==> src/common/gpg_cfg.svh <==
`ifndef GPG_CFG_SVH
`define GPG_CFG_SVH

// ----------------------------------------------------------------
// Address map, byte addresses of 32-bit words
// ----------------------------------------------------------------
`define GPG_G1_BASE       8'h00
`define GPG_G2_BASE       8'h20
`define GPG_SUMMARY_OFS   8'h40
`define GPG_GRP_SEL_MSB   7
`define GPG_GRP_SEL_LSB   5

// Register index inside a group, address bits 4..2
`define GPG_IDX_DATA      3'h0
`define GPG_IDX_IOEN      3'h1
`define GPG_IDX_PULL      3'h2
`define GPG_IDX_FLAG      3'h3
`define GPG_IDX_ICTL      3'h4
`define GPG_IDX_FILT      3'h5
`define GPG_IDX_MODE      3'h6
`define GPG_IDX_FNC       3'h7

// ----------------------------------------------------------------
// Field layout
// ----------------------------------------------------------------
`define GPG_HI_LSB        8
`define GPG_LO_LSB        0
`define GPG_FN_W          2
`define GPG_G1_MASK       8'hff
`define GPG_G2_MASK       8'h3f
`define GPG_G1_FN0_DRV    8'hc0
`define GPG_G2_FN0_DRV    8'h00
`define GPG_SUM_G1_BIT    0
`define GPG_SUM_G2_BIT    1

// ----------------------------------------------------------------
// Reset values
// ----------------------------------------------------------------
`define GPG_BYTE_RST      8'h00
`define GPG_FNC_RST       16'h0000

// ----------------------------------------------------------------
// Timing
// ----------------------------------------------------------------
`define GPG_CLK_NS        25
`define GPG_FILT_TICK_NS  1000
`define GPG_FILT_DIV      (`GPG_FILT_TICK_NS / `GPG_CLK_NS)
`define GPG_DIV_W         6
`define GPG_FILT_SAMPLES  4

`endif

==> src/common/gpg_pkg.sv <==
`include "gpg_cfg.svh"

package gpg_pkg;

   // One port group; the six-pin group keeps bits 7..6 of each byte field, and fnc bits 15..12, at zero
   typedef struct packed {
      logic [7:0]  out;
      logic [7:0]  ien;
      logic [7:0]  oen;
      logic [7:0]  pdir;
      logic [7:0]  ren;
      logic [7:0]  flag;
      logic [7:0]  edge_sel;
      logic [7:0]  ie;
      logic [7:0]  filt;
      logic [7:0]  mode;
      logic [15:0] fnc;
      logic [7:0]  pin;
   } gpg_grp_t;

   typedef struct packed {
      gpg_grp_t [1:0]         grp;
      logic                   ack;
      logic [15:0]            dat;
      logic [`GPG_DIV_W-1:0]  div;
   } gpg_state_t;

endpackage

==> src/hdl/gpg_top.sv <==
// The implementer's own choices: the register addresses and register access over Wishbone.
`timescale 1ns/1ps
`include "gpg_cfg.svh"

// Behaviour
// - Data word: output latch high byte, pin input low byte; enables.
// - Flag word: per-pin flags low byte, write one clears them.
// - Control word: edge select high byte, interrupt enable low byte.
// - Mode bit 0 gives GPIO, 1 gives the chosen peripheral function.
// - Two-bit function field per pin at bits 2y+1..2y, reset zero.
// - Function 1 goes to the universal mux; fixed group-one functions.
// - Second group has six pins; unused bits read zero.
// - Second group function word uses bits 11..0 only.
// - Second group: converter trigger, reference and analog inputs.
// - Summary bit per group shows any pending flag in it.

module gpg_top #(
   parameter int FILT_DIV     = `GPG_FILT_DIV,
   parameter int FILT_SAMPLES = `GPG_FILT_SAMPLES
) (
   input  wire logic        CORE_CLK,
   input  wire logic        RESET_N,
   input  wire logic        WB_CYC_I,
   input  wire logic        WB_STB_I,
   input  wire logic        WB_WE_I,
   input  wire logic [7:0]  WB_ADR_I,
   input  wire logic [3:0]  WB_SEL_I,
   input  wire logic [31:0] WB_DAT_I,
   output logic      [31:0] WB_DAT_O,
   output logic             WB_ACK_O,
   output logic             IRQ,
   input  wire logic [7:0]  G1_PIN_IN,
   output logic      [7:0]  G1_PIN_OUT,
   output logic      [7:0]  G1_PIN_OE_N,
   output logic      [7:0]  G1_PULL_EN,
   output logic      [7:0]  G1_PULL_UP,
   input  wire logic [5:0]  G2_PIN_IN,
   output logic      [5:0]  G2_PIN_OUT,
   output logic      [5:0]  G2_PIN_OE_N,
   output logic      [5:0]  G2_PULL_EN,
   output logic      [5:0]  G2_PULL_UP,
   input  wire logic [7:0]  UPM1_OUT,
   input  wire logic [7:0]  UPM1_DRV,
   output logic      [7:0]  UPM1_IN,
   input  wire logic [5:0]  UPM2_OUT,
   input  wire logic [5:0]  UPM2_DRV,
   output logic      [5:0]  UPM2_IN,
   output logic             EXTERNAL_CLOCK_INPUT,
   output logic             TIMER1_EXT_CLOCK_A,
   output logic             TIMER1_EXT_CLOCK_B,
   output logic             EXTERNAL_VOLTAGE_DETECT_INPUT,
   input  wire logic        REMOTE_CTRL_OUTPUT,
   input  wire logic        REMOTE_CARRIER_PULSE,
   output logic             CONVERTER_TRIGGER_N,
   output logic             CONVERTER_REFERENCE_SEL,
   output logic      [3:0]  CONVERTER_ANALOG_SEL
);

   localparam logic [7:0] GRP_MASK [2] = '{`GPG_G1_MASK, `GPG_G2_MASK};
   localparam logic [7:0] FN0_DRV  [2] = '{`GPG_G1_FN0_DRV,
                                           `GPG_G2_FN0_DRV};

   gpg_pkg::gpg_state_t s_q;
   gpg_pkg::gpg_state_t s_d;

   logic [7:0]  pin_raw [2];
   logic [7:0]  upm_out [2];
   logic [7:0]  upm_drv [2];
   logic [7:0]  fn0_out [2];
   logic [7:0]  ev      [2];
   logic [7:0]  drive   [2];
   logic [7:0]  pout    [2];
   logic [7:0]  route   [2][4];
   logic [1:0]  grp_hit;
   logic        sum_hit;
   logic        req;
   logic        wr_go;
   logic        tick;
   logic [7:0]  lane_lo;
   logic [7:0]  lane_hi;
   logic [2:0]  r_idx;
   logic [7:0]  grp_base;

   // ----------------------------------------------------------------
   // Pin and peripheral alignment to eight lanes
   // ----------------------------------------------------------------
   assign pin_raw[0] = G1_PIN_IN;
   assign pin_raw[1] = {2'h0, G2_PIN_IN};
   assign upm_out[0] = UPM1_OUT;
   assign upm_out[1] = {2'h0, UPM2_OUT};
   assign upm_drv[0] = UPM1_DRV;
   assign upm_drv[1] = {2'h0, UPM2_DRV};
   assign fn0_out[0] = {REMOTE_CARRIER_PULSE, REMOTE_CTRL_OUTPUT,
                        6'h00};
   assign fn0_out[1] = 8'h00;

   // ----------------------------------------------------------------
   // Bus decode
   // ----------------------------------------------------------------
   assign req      = WB_CYC_I & WB_STB_I;
   // Write lands on the edge where the master sees ack
   assign wr_go    = req & s_q.ack & WB_WE_I;
   assign lane_lo  = {8{WB_SEL_I[0]}};
   assign lane_hi  = {8{WB_SEL_I[1]}};
   assign r_idx    = WB_ADR_I[4:2];
   assign grp_base = {WB_ADR_I[`GPG_GRP_SEL_MSB:`GPG_GRP_SEL_LSB], 5'h00};
   assign grp_hit[0] = (grp_base == `GPG_G1_BASE) &&
                       (WB_ADR_I[1:0] == 2'h0);
   assign grp_hit[1] = (grp_base == `GPG_G2_BASE) &&
                       (WB_ADR_I[1:0] == 2'h0);
   assign sum_hit    = (WB_ADR_I == `GPG_SUMMARY_OFS);

   // ----------------------------------------------------------------
   // Helpers
   // ----------------------------------------------------------------
   function automatic logic [15:0] fn_mask(input logic [7:0] m);
      logic [15:0] r;
      r = 16'h0000;
      for (int y = 0; y < 8; y++)
      begin
         r[2*y +: 2] = {2{m[y]}};
      end
      return r;
   endfunction

   function automatic logic [7:0] merge8(input logic [7:0] old,
                                         input logic [7:0] d,
                                         input logic [7:0] lane,
                                         input logic [7:0] m);
      return ((old & ~lane) | (d & lane)) & m;
   endfunction

   function automatic logic [15:0] grp_read(
      input gpg_pkg::gpg_grp_t g,
      input logic [2:0]        idx);
      logic [15:0] r;
      r = 16'h0000;
      case (idx)
         `GPG_IDX_DATA: r = {g.out, g.pin & g.ien};
         `GPG_IDX_IOEN: r = {g.ien, g.oen};
         `GPG_IDX_PULL: r = {g.pdir, g.ren};
         `GPG_IDX_FLAG: r = {8'h00, g.flag};
         `GPG_IDX_ICTL: r = {g.edge_sel, g.ie};
         `GPG_IDX_FILT: r = {8'h00, g.filt};
         `GPG_IDX_MODE: r = {8'h00, g.mode};
         `GPG_IDX_FNC:  r = g.fnc;
         default:       r = 16'h0000;
      endcase
      return r;
   endfunction

   // ----------------------------------------------------------------
   // Filter tick divider
   // ----------------------------------------------------------------
   assign tick = (s_q.div == `GPG_DIV_W'(FILT_DIV - 1));

   // ----------------------------------------------------------------
   // Next state
   // ----------------------------------------------------------------
   always_comb
   begin
      logic [7:0]  clr;
      logic [15:0] fm;
      clr = 8'h00;
      fm  = 16'h0000;
      s_d = s_q;

      s_d.div = tick ? '0 : s_q.div + `GPG_DIV_W'(1);

      // One wait state: ack rises the cycle after the request
      s_d.ack = req & ~s_q.ack;
      if (req && !s_q.ack)
      begin
         if (grp_hit[0])
            s_d.dat = grp_read(s_q.grp[0], r_idx);
         else if (grp_hit[1])
            s_d.dat = grp_read(s_q.grp[1], r_idx);
         else if (sum_hit)
         begin
            s_d.dat = 16'h0000;
            s_d.dat[`GPG_SUM_G1_BIT] = |s_q.grp[0].flag;
            s_d.dat[`GPG_SUM_G2_BIT] = |s_q.grp[1].flag;
         end
         else
            s_d.dat = 16'h0000;
      end

      for (int g = 0; g < 2; g++)
      begin
         clr = 8'h00;
         fm  = fn_mask(GRP_MASK[g]);
         // Synchronous pins; upper lanes of group two stay zero
         s_d.grp[g].pin = pin_raw[g] & GRP_MASK[g];
         if (wr_go && grp_hit[g])
         begin
            case (r_idx)
               `GPG_IDX_DATA:
               begin
                  s_d.grp[g].out = merge8(s_q.grp[g].out,
                     WB_DAT_I[`GPG_HI_LSB +: 8], lane_hi,
                     GRP_MASK[g]);
               end
               `GPG_IDX_IOEN:
               begin
                  s_d.grp[g].ien = merge8(s_q.grp[g].ien,
                     WB_DAT_I[`GPG_HI_LSB +: 8], lane_hi,
                     GRP_MASK[g]);
                  s_d.grp[g].oen = merge8(s_q.grp[g].oen,
                     WB_DAT_I[`GPG_LO_LSB +: 8], lane_lo,
                     GRP_MASK[g]);
               end
               `GPG_IDX_PULL:
               begin
                  s_d.grp[g].pdir = merge8(s_q.grp[g].pdir,
                     WB_DAT_I[`GPG_HI_LSB +: 8], lane_hi,
                     GRP_MASK[g]);
                  s_d.grp[g].ren = merge8(s_q.grp[g].ren,
                     WB_DAT_I[`GPG_LO_LSB +: 8], lane_lo,
                     GRP_MASK[g]);
               end
               `GPG_IDX_FLAG:
               begin
                  clr = WB_DAT_I[`GPG_LO_LSB +: 8] & lane_lo;
               end
               `GPG_IDX_ICTL:
               begin
                  s_d.grp[g].edge_sel = merge8(s_q.grp[g].edge_sel,
                     WB_DAT_I[`GPG_HI_LSB +: 8], lane_hi,
                     GRP_MASK[g]);
                  s_d.grp[g].ie = merge8(s_q.grp[g].ie,
                     WB_DAT_I[`GPG_LO_LSB +: 8], lane_lo,
                     GRP_MASK[g]);
               end
               `GPG_IDX_FILT:
               begin
                  s_d.grp[g].filt = merge8(s_q.grp[g].filt,
                     WB_DAT_I[`GPG_LO_LSB +: 8], lane_lo,
                     GRP_MASK[g]);
               end
               `GPG_IDX_MODE:
               begin
                  s_d.grp[g].mode = merge8(s_q.grp[g].mode,
                     WB_DAT_I[`GPG_LO_LSB +: 8], lane_lo,
                     GRP_MASK[g]);
               end
               `GPG_IDX_FNC:
               begin
                  // Bits 15..12 of group two are never stored
                  s_d.grp[g].fnc[15:8] = merge8(s_q.grp[g].fnc[15:8],
                     WB_DAT_I[15:8], lane_hi, fm[15:8]);
                  s_d.grp[g].fnc[7:0] = merge8(s_q.grp[g].fnc[7:0],
                     WB_DAT_I[7:0], lane_lo, fm[7:0]);
               end
               default:
               begin
                  clr = 8'h00;
               end
            endcase
         end
         // A fresh edge beats a clear in the same cycle
         s_d.grp[g].flag = ((s_q.grp[g].flag & ~clr) | ev[g]) &
                           GRP_MASK[g];
      end
   end

   // All fields reset to zero
   always_ff @(posedge CORE_CLK or negedge RESET_N)
   begin
      if (!RESET_N)
         s_q <= '0;
      else
         s_q <= s_d;
   end

   // ----------------------------------------------------------------
   // Interrupt path per group
   // ----------------------------------------------------------------
   generate
      for (genvar g = 0; g < 2; g++)
      begin : g_filt
         gpg_filter #(
            .N       (8),
            .SAMPLES (FILT_SAMPLES)
         ) u_filt (
            .clk      (CORE_CLK),
            .rst_n    (RESET_N),
            .tick     (tick),
            .level_in (s_q.grp[g].pin & s_q.grp[g].ien),
            .filt_en  (s_q.grp[g].filt),
            .edge_sel (s_q.grp[g].edge_sel),
            .edge_ev  (ev[g])
         );
      end
   endgenerate

   assign IRQ = |(s_q.grp[0].flag & s_q.grp[0].ie) |
                |(s_q.grp[1].flag & s_q.grp[1].ie);

   // ----------------------------------------------------------------
   // Pin function multiplexer
   // ----------------------------------------------------------------
   generate
      for (genvar g = 0; g < 2; g++)
      begin : g_grp
         for (genvar y = 0; y < 8; y++)
         begin : g_pin
            for (genvar f = 0; f < 4; f++)
            begin : g_fn
               assign route[g][f][y] = s_q.grp[g].mode[y] &&
                  (s_q.grp[g].fnc[2*y +: `GPG_FN_W] ==
                   `GPG_FN_W'(f));
            end
            always_comb
            begin
               if (!s_q.grp[g].mode[y])
               begin
                  pout[g][y]  = s_q.grp[g].out[y];
                  drive[g][y] = s_q.grp[g].oen[y];
               end
               else if (route[g][1][y])
               begin
                  pout[g][y]  = upm_out[g][y];
                  drive[g][y] = upm_drv[g][y];
               end
               else if (route[g][0][y])
               begin
                  pout[g][y]  = fn0_out[g][y];
                  drive[g][y] = FN0_DRV[g][y];
               end
               else
               begin
                  // Input-only and analog functions leave pin floating
                  pout[g][y]  = 1'b0;
                  drive[g][y] = 1'b0;
               end
            end
         end
      end
   endgenerate

   // ----------------------------------------------------------------
   // Outputs
   // ----------------------------------------------------------------
   assign WB_DAT_O    = {16'h0000, s_q.dat};
   assign WB_ACK_O    = s_q.ack;
   assign G1_PIN_OUT  = pout[0];
   assign G1_PIN_OE_N = ~drive[0];
   assign G1_PULL_EN  = s_q.grp[0].ren;
   assign G1_PULL_UP  = s_q.grp[0].pdir;
   assign G2_PIN_OUT  = pout[1][5:0];
   assign G2_PIN_OE_N = ~drive[1][5:0];
   assign G2_PULL_EN  = s_q.grp[1].ren[5:0];
   assign G2_PULL_UP  = s_q.grp[1].pdir[5:0];

   assign UPM1_IN = s_q.grp[0].pin & route[0][1];
   assign UPM2_IN = s_q.grp[1].pin[5:0] & route[1][1][5:0];

   assign EXTERNAL_CLOCK_INPUT = s_q.grp[0].pin[0] & route[0][0][0];
   assign TIMER1_EXT_CLOCK_A   = s_q.grp[0].pin[2] & route[0][0][2];
   assign TIMER1_EXT_CLOCK_B   = s_q.grp[0].pin[3] & route[0][0][3];
   assign EXTERNAL_VOLTAGE_DETECT_INPUT =
      s_q.grp[0].pin[1] & route[0][2][1];

   // Trigger idles high when its pin is not routed
   assign CONVERTER_TRIGGER_N =
      s_q.grp[1].pin[0] | ~route[1][0][0];
   assign CONVERTER_REFERENCE_SEL = route[1][2][1];
   assign CONVERTER_ANALOG_SEL    = route[1][2][5:2];

endmodule

==> src/hdl/gpg_filter.sv <==
`timescale 1ns/1ps
`include "gpg_cfg.svh"

module gpg_filter #(
   parameter int N       = 8,
   parameter int SAMPLES = `GPG_FILT_SAMPLES
) (
   input  wire logic         clk,
   input  wire logic         rst_n,
   input  wire logic         tick,
   input  wire logic [N-1:0] level_in,
   input  wire logic [N-1:0] filt_en,
   input  wire logic [N-1:0] edge_sel,
   output logic      [N-1:0] edge_ev
);

   localparam int CW = (SAMPLES > 1) ? $clog2(SAMPLES) : 1;

   typedef struct packed {
      logic [N-1:0]          lvl;
      logic [N-1:0]          ev;
      logic [N-1:0][CW-1:0]  cnt;
   } gpg_filt_state_t;

   gpg_filt_state_t s_q;
   gpg_filt_state_t s_d;

   // ----------------------------------------------------------------
   // Noise filter and edge detection
   // ----------------------------------------------------------------
   always_comb
   begin
      s_d = s_q;
      for (int y = 0; y < N; y++)
      begin
         if (!filt_en[y])
         begin
            s_d.lvl[y] = level_in[y];
            s_d.cnt[y] = '0;
         end
         else if (level_in[y] == s_q.lvl[y])
         begin
            s_d.cnt[y] = '0;
         end
         else if (tick)
         begin
            // New level must persist over SAMPLES ticks
            if (s_q.cnt[y] == CW'(SAMPLES - 1))
            begin
               s_d.lvl[y] = level_in[y];
               s_d.cnt[y] = '0;
            end
            else
            begin
               s_d.cnt[y] = s_q.cnt[y] + CW'(1);
            end
         end
         // Select 0 catches rising, 1 catches falling
         s_d.ev[y] = (s_d.lvl[y] != s_q.lvl[y]) &&
                     (s_d.lvl[y] != edge_sel[y]);
      end
   end

   always_ff @(posedge clk or negedge rst_n)
   begin
      if (!rst_n)
         s_q <= '0;
      else
         s_q <= s_d;
   end

   assign edge_ev = s_q.ev;

endmodule

==> config.mk <==
export PLATFORM = sky130hd
export DESIGN_NAME = gpg_top
export DESIGN_NICKNAME = d
export VERILOG_FILES = /design/src/common/gpg_pkg.sv /design/src/hdl/gpg_top.sv /design/src/hdl/gpg_filter.sv
export VERILOG_INCLUDE_DIRS = /design/src /design/src/common
export SDC_FILE = /design/constraint.sdc
export NUM_CORES = 1
export LEC_CHECK = 0
export BUFFER_PORTS_ARGS = -buffer_cell sky130_fd_sc_hd__buf_2
export CAP_MARGIN = 20
export CORE_MARGIN = 2
export CORE_UTILIZATION = 52
export CTS_CLUSTER_DIAMETER = 80
export DETAILED_ROUTE_END_ITERATION = 8
export PLACE_DENSITY = 0.77
export SYNTH_ARGS = -nofsm -noshare
export SYNTH_HDL_FRONTEND = slang
export SYNTH_SLANG_ARGS = --single-unit
==> constraint.sdc <==
create_clock -name CORE_CLK -period 1.9 [get_ports CORE_CLK]
set_input_delay 0.095 -clock CORE_CLK [delete_from_list [all_inputs] [get_ports CORE_CLK]]
set_output_delay 0.095 -clock CORE_CLK [all_outputs]
set_load 0.01 [all_outputs]
==> summary by stage <==
Worst setup path
The worst setup path is launched from a flop. Broken down by cell family, the worst path's largest delay share belongs to flip-flops. The reg2reg setup slack is 0.07 ns. STA classifies the critical path endpoint as a primary output.

Traced cell by cell, the critical path runs through a22oi_2 -> nand2_1 -> a221oi_2 -> nand4_1 -> buf_2. The critical path is of the reg -> out type. For this run, the slowest stage of the critical path takes between 0.4 and 0.5 ns. STA puts the critical path data required time at ~1.8 ns. The number of buffers and inverters on the critical path is 1.

STA puts the critical path data arrival time at roughly 1.8 ns. The worst register-to-register path begins at WB_ACK_O. The depth of the most critical reg-to-reg path is 4.

For this design, the slowest cell found on the critical path is sky130_fd_sc_hd__dfrtp_1. Along the worst path, the maximum fanout reaches 2.

STA
Final hold analysis gives a worst-case slack of roughly 0.016 ns. For the pin with the worst max-slew slack, the measured transition is about 0.52 ns. The part of the cycle the worst path needs is 100.0%.

After routing, the total negative slack on setup checks comes to -0.00001299 ns. Once routing completed, OpenROAD measured the worst setup slack at -0.00001299 ns. The hold violation total from the final report came to 0.

The final-report max-slew violation count came to 0. Setup repair after global routing could not meet its margin everywhere. Based on the critical path, the design can be clocked at up to roughly 530 MHz. Setup violations remaining at the end of the flow were counted as 1. The maximum clock skew at final layout is around 0.013 ns. The worst max-slew margin expressed relative to the limit is 65.31%. Counting I/O delays and the setup requirement, the final critical path takes about 1.9 ns.

Clock network
The maximum buffer depth of the clock tree is 3. The root buffer selected by CTS is sky130_fd_sc_hd__clkbuf_16. The latest clock arrival within the worst-skew pair is between 0.5 and 0.6 ns. The clock tree from TritonCTS is done. The CTS clock-pin slew for the worst setup and hold paths is roughly 0.060 ns. In this run, CTS created clock tree buffers numbering 28.

The tree built by TritonCTS fans out to 261 sinks. The number of H-tree branching levels is 1.

Logic synthesis
After Yosys synthesis, full adders, half adders and majority gates account for about 1.4% of the synthesized area. Yosys printed 0 warnings. The async set-or-reset flop fraction in the synthesized netlist is 100.0%.

The number of enable-type register cells in the synthesized netlist is 0. The dominant combinational cell family by area after synthesis is multiplexers. The count of distinct cell types in the synthesized netlist is between 60 and 70. In the synthesized netlist the dominant register cell turns out to be sky130_fd_sc_hd__dfrtp_1. After synthesis the netlist holds a flip-flop and latch count of 261. Of the total synthesized cell area, the portion taken by XOR and XNOR cells is approximately 1.1%. The number of instances in the synthesized netlist is roughly 1200. Summing the areas of all and, or, nand and nor instances in the mapped netlist gives between 10% and 20% of the synthesized area.

The netlist area before placement is 13190 um2. The synthesized netlist devotes about an eighth of its cell area to compound gates. The register area share after synthesis is around 50%.

Dividing the synthesized area by the synthesized cell count gives around 11 um2. The proportion of synthesized area in mux cells is 15.05%.

Status
The flow ran to the end, but the final reports show violations. The final reports fail on setup timing.

Finish
The layout net count is about 1600. The number of cells in the finished layout apart from fillers is about 1800. The area growth from synthesis to layout is 20.33%. The fraction of final layout cells sized beyond drive strength 1 is 34.04%. The finished layout cell area is around 16000 um2.

The total inserted antenna cells is 0. The number of fill cells is approximately 2000. The library cell used most frequently in the layout, excluding fill and tap cells, is sky130_fd_sc_hd__dfrtp_1. In the layout the commonest cells are sky130_fd_sc_hd__dfrtp_1, sky130_fd_sc_hd__buf_2, sky130_fd_sc_hd__mux2_2.

Detailed routing
Summed over all nets, wire length on met2 after detailed routing comes to roughly 18000 um. The count of nets left with antenna violations once routing finished came out at 0. Signal routing reaches up to met5. The wire length per cell is 22.46 um. Dividing the detail-routed via count by the number of cells gives 6.153. The DRC violation count after routing is 0. Wires add up to 40340 um. Wire segments on met3 add up to between 3000 and 4000 um in the final route. The first routing iteration left between 1000 and 1500 violations. For this block, wires on met1 add up to about 17000 um. The detailed-route via count is approximately 11000. For this run, the detailed router's first-pass iteration total came to 6.

Floorplanning
Once the floorplan was initialized, standard cells occupied 52.67% of the core. The die is between 150 and 200 um wide. The vertical extent of the die is between 150 and 200 um. The number of rows created at floorplan is between 50 and 60. For this design the top-level I/O count stands at slightly above 200.

The die outline area is around 27000 um2. The floorplan step defined a core boundary enclosing about 25000 um2.

Global routing
Across every metal layer, demand over resource in global routing totals 29.87%. The number of global-route vias before repair was about 11000. The first global-routing pass estimated between 60000 and 70000 um of wire. The pin count of the biggest net entering global routing is 66. The initial antenna violation count is 2.

The total overflow reported by the global router is 0.

Hold path
The worst hold path passes through 3 cells. The class of the most critical hold timing path is in -> reg. In this run the most critical hold path is launched from WB_DAT_I[4]. For hold timing, the worst endpoint is s_q[187].

Placed design
The total half-perimeter wirelength after legalization and detailed placement is between 20000 and 30000 um. The final weighted congestion in routability-driven placement is roughly 0.96. In this run the cell area measured after placement is about 14000 um2. The number of buffers inserted by port buffering is around 170. The cell total after placement is approximately 1700.

Power
The peak supply drop is 0.6359 mV. The part of the power in registers is 47.6%. The total power of the final layout is roughly 0.012 W.

The clock share of power is a little under half. The internal portion of the total power is 0.009058 W. The combinational group share of total power is 6.8%. For this design the static power due to leakage is 7.881 nW. The cell area power density is 751.8 nW/um2.

In this run switching power makes up ~24% of total power. The power spent charging and discharging nets is ~0.0029 W.

Flow run
The max-capacitance violation count is 0.
## cell families after synthesis
group           Yosys count
flops                   261
mux                     179
buf+inv                 147
xor+xnor                 17
fa+ha+maj                15
other cells               1
compound gates          253
simple gates            356
## power by group through the flow
stage                     registers (W)  logic, W  clock network (W)
final                           0.00568  0.000815            0.00544
after global placement          0.00578  0.000730                  0
after detailed placement        0.00578  0.000740                  0
after global routing            0.00568  0.000876            0.00569
after CTS                       0.00567  0.000802            0.00546
after floorplan                 0.00575  0.000369                  0
## layer usage
metal,vias to the layer above,global-route usage [%]
met5,-,0
met4,2,11.87
met3,124,5.104
met2,619,46.57
met1,5516,41.80
li1,4790,-
## synth_stat cells (17+ instances only)
cell type                  count  area (um2)
sky130_fd_sc_hd__dfrtp_1     261        6531
sky130_fd_sc_hd__mux2_2      153        1723
sky130_fd_sc_hd__nand2_1     132       495.5
sky130_fd_sc_hd__a21oi_1      62       310.3
sky130_fd_sc_hd__buf_4        61       457.9
sky130_fd_sc_hd__nor2_1       58       217.7
sky130_fd_sc_hd__inv_1        32       120.1
sky130_fd_sc_hd__o21ai_0      31       155.2
sky130_fd_sc_hd__a22oi_1      29       217.7
sky130_fd_sc_hd__nor2b_1      28       175.2
sky130_fd_sc_hd__nand3_1      27       135.1
sky130_fd_sc_hd__clkbuf_1     25       93.84
sky130_fd_sc_hd__mux2i_1      25       250.2
sky130_fd_sc_hd__nor3_1       23       115.1
sky130_fd_sc_hd__buf_2        21       105.1
sky130_fd_sc_hd__a221oi_1     19       166.4
sky130_fd_sc_hd__nand2b_1     17       106.4
## area by class of cell
cell class,instances,area (um2),area share (%)
flip-flops and latches,261,6533,41.17
multi-input cells,836,5957,37.54
clock inverters,10,100.1,0.6308
repair buffers,284,1919,12.09
inverters,33,123.9,0.7806
well taps,330,412.9,2.602
clock buffers,42,823.3,5.188
## worst register-to-register path, delay by kind of cell (launching register included)
family	cells	cell delay, ns
muxes	1	0.38
DFF	1	0.35
and+or+nand+nor	3	0.97
## per-stage QoR
stage | setup WS, ns | utilization, %
final | -0.00001299 | 63.38
after floorplan | 0.08853 | -
after detailed placement | -0.04323 | 57.90
after global routing | -0.04482 | 63.38
after CTS | 0.001032 | 63.10
after global placement | -0.004024 | 57.90
## worst max-delay path by stage
| stage | slack, ns | endpoint | cells past startpoint | start |
|---|---|---|---|---|
| detailed placement | -0.04 | flop | 5 | WB_ADR_I[6] |
| finish | -0.00001 | IRQ | 5 | s_q[187] |
| global placement | -0.004 | WB_DAT_O[2] | 7 | WB_ADR_I[4] |
| CTS | 0.001 | IRQ | 5 | s_q[187] |
| global route | -0.04 | IRQ | 5 | s_q[187] |
| floorplan | 0.09 | flop | 4 | WB_ACK_O |
## repair_timing
item / 4_1_cts / 5_1_grt
hold buffers: 31 / 0
pin swaps: 2 / 3
setup buffers: 6 / 2
cloned: 0 / 1
resized for setup: 5 / 7
hold endpoints to repair: 356 / 0
endpoints found under the setup margin: 4 / 14
No activity file was read; power rests on OpenSTA's default activity.
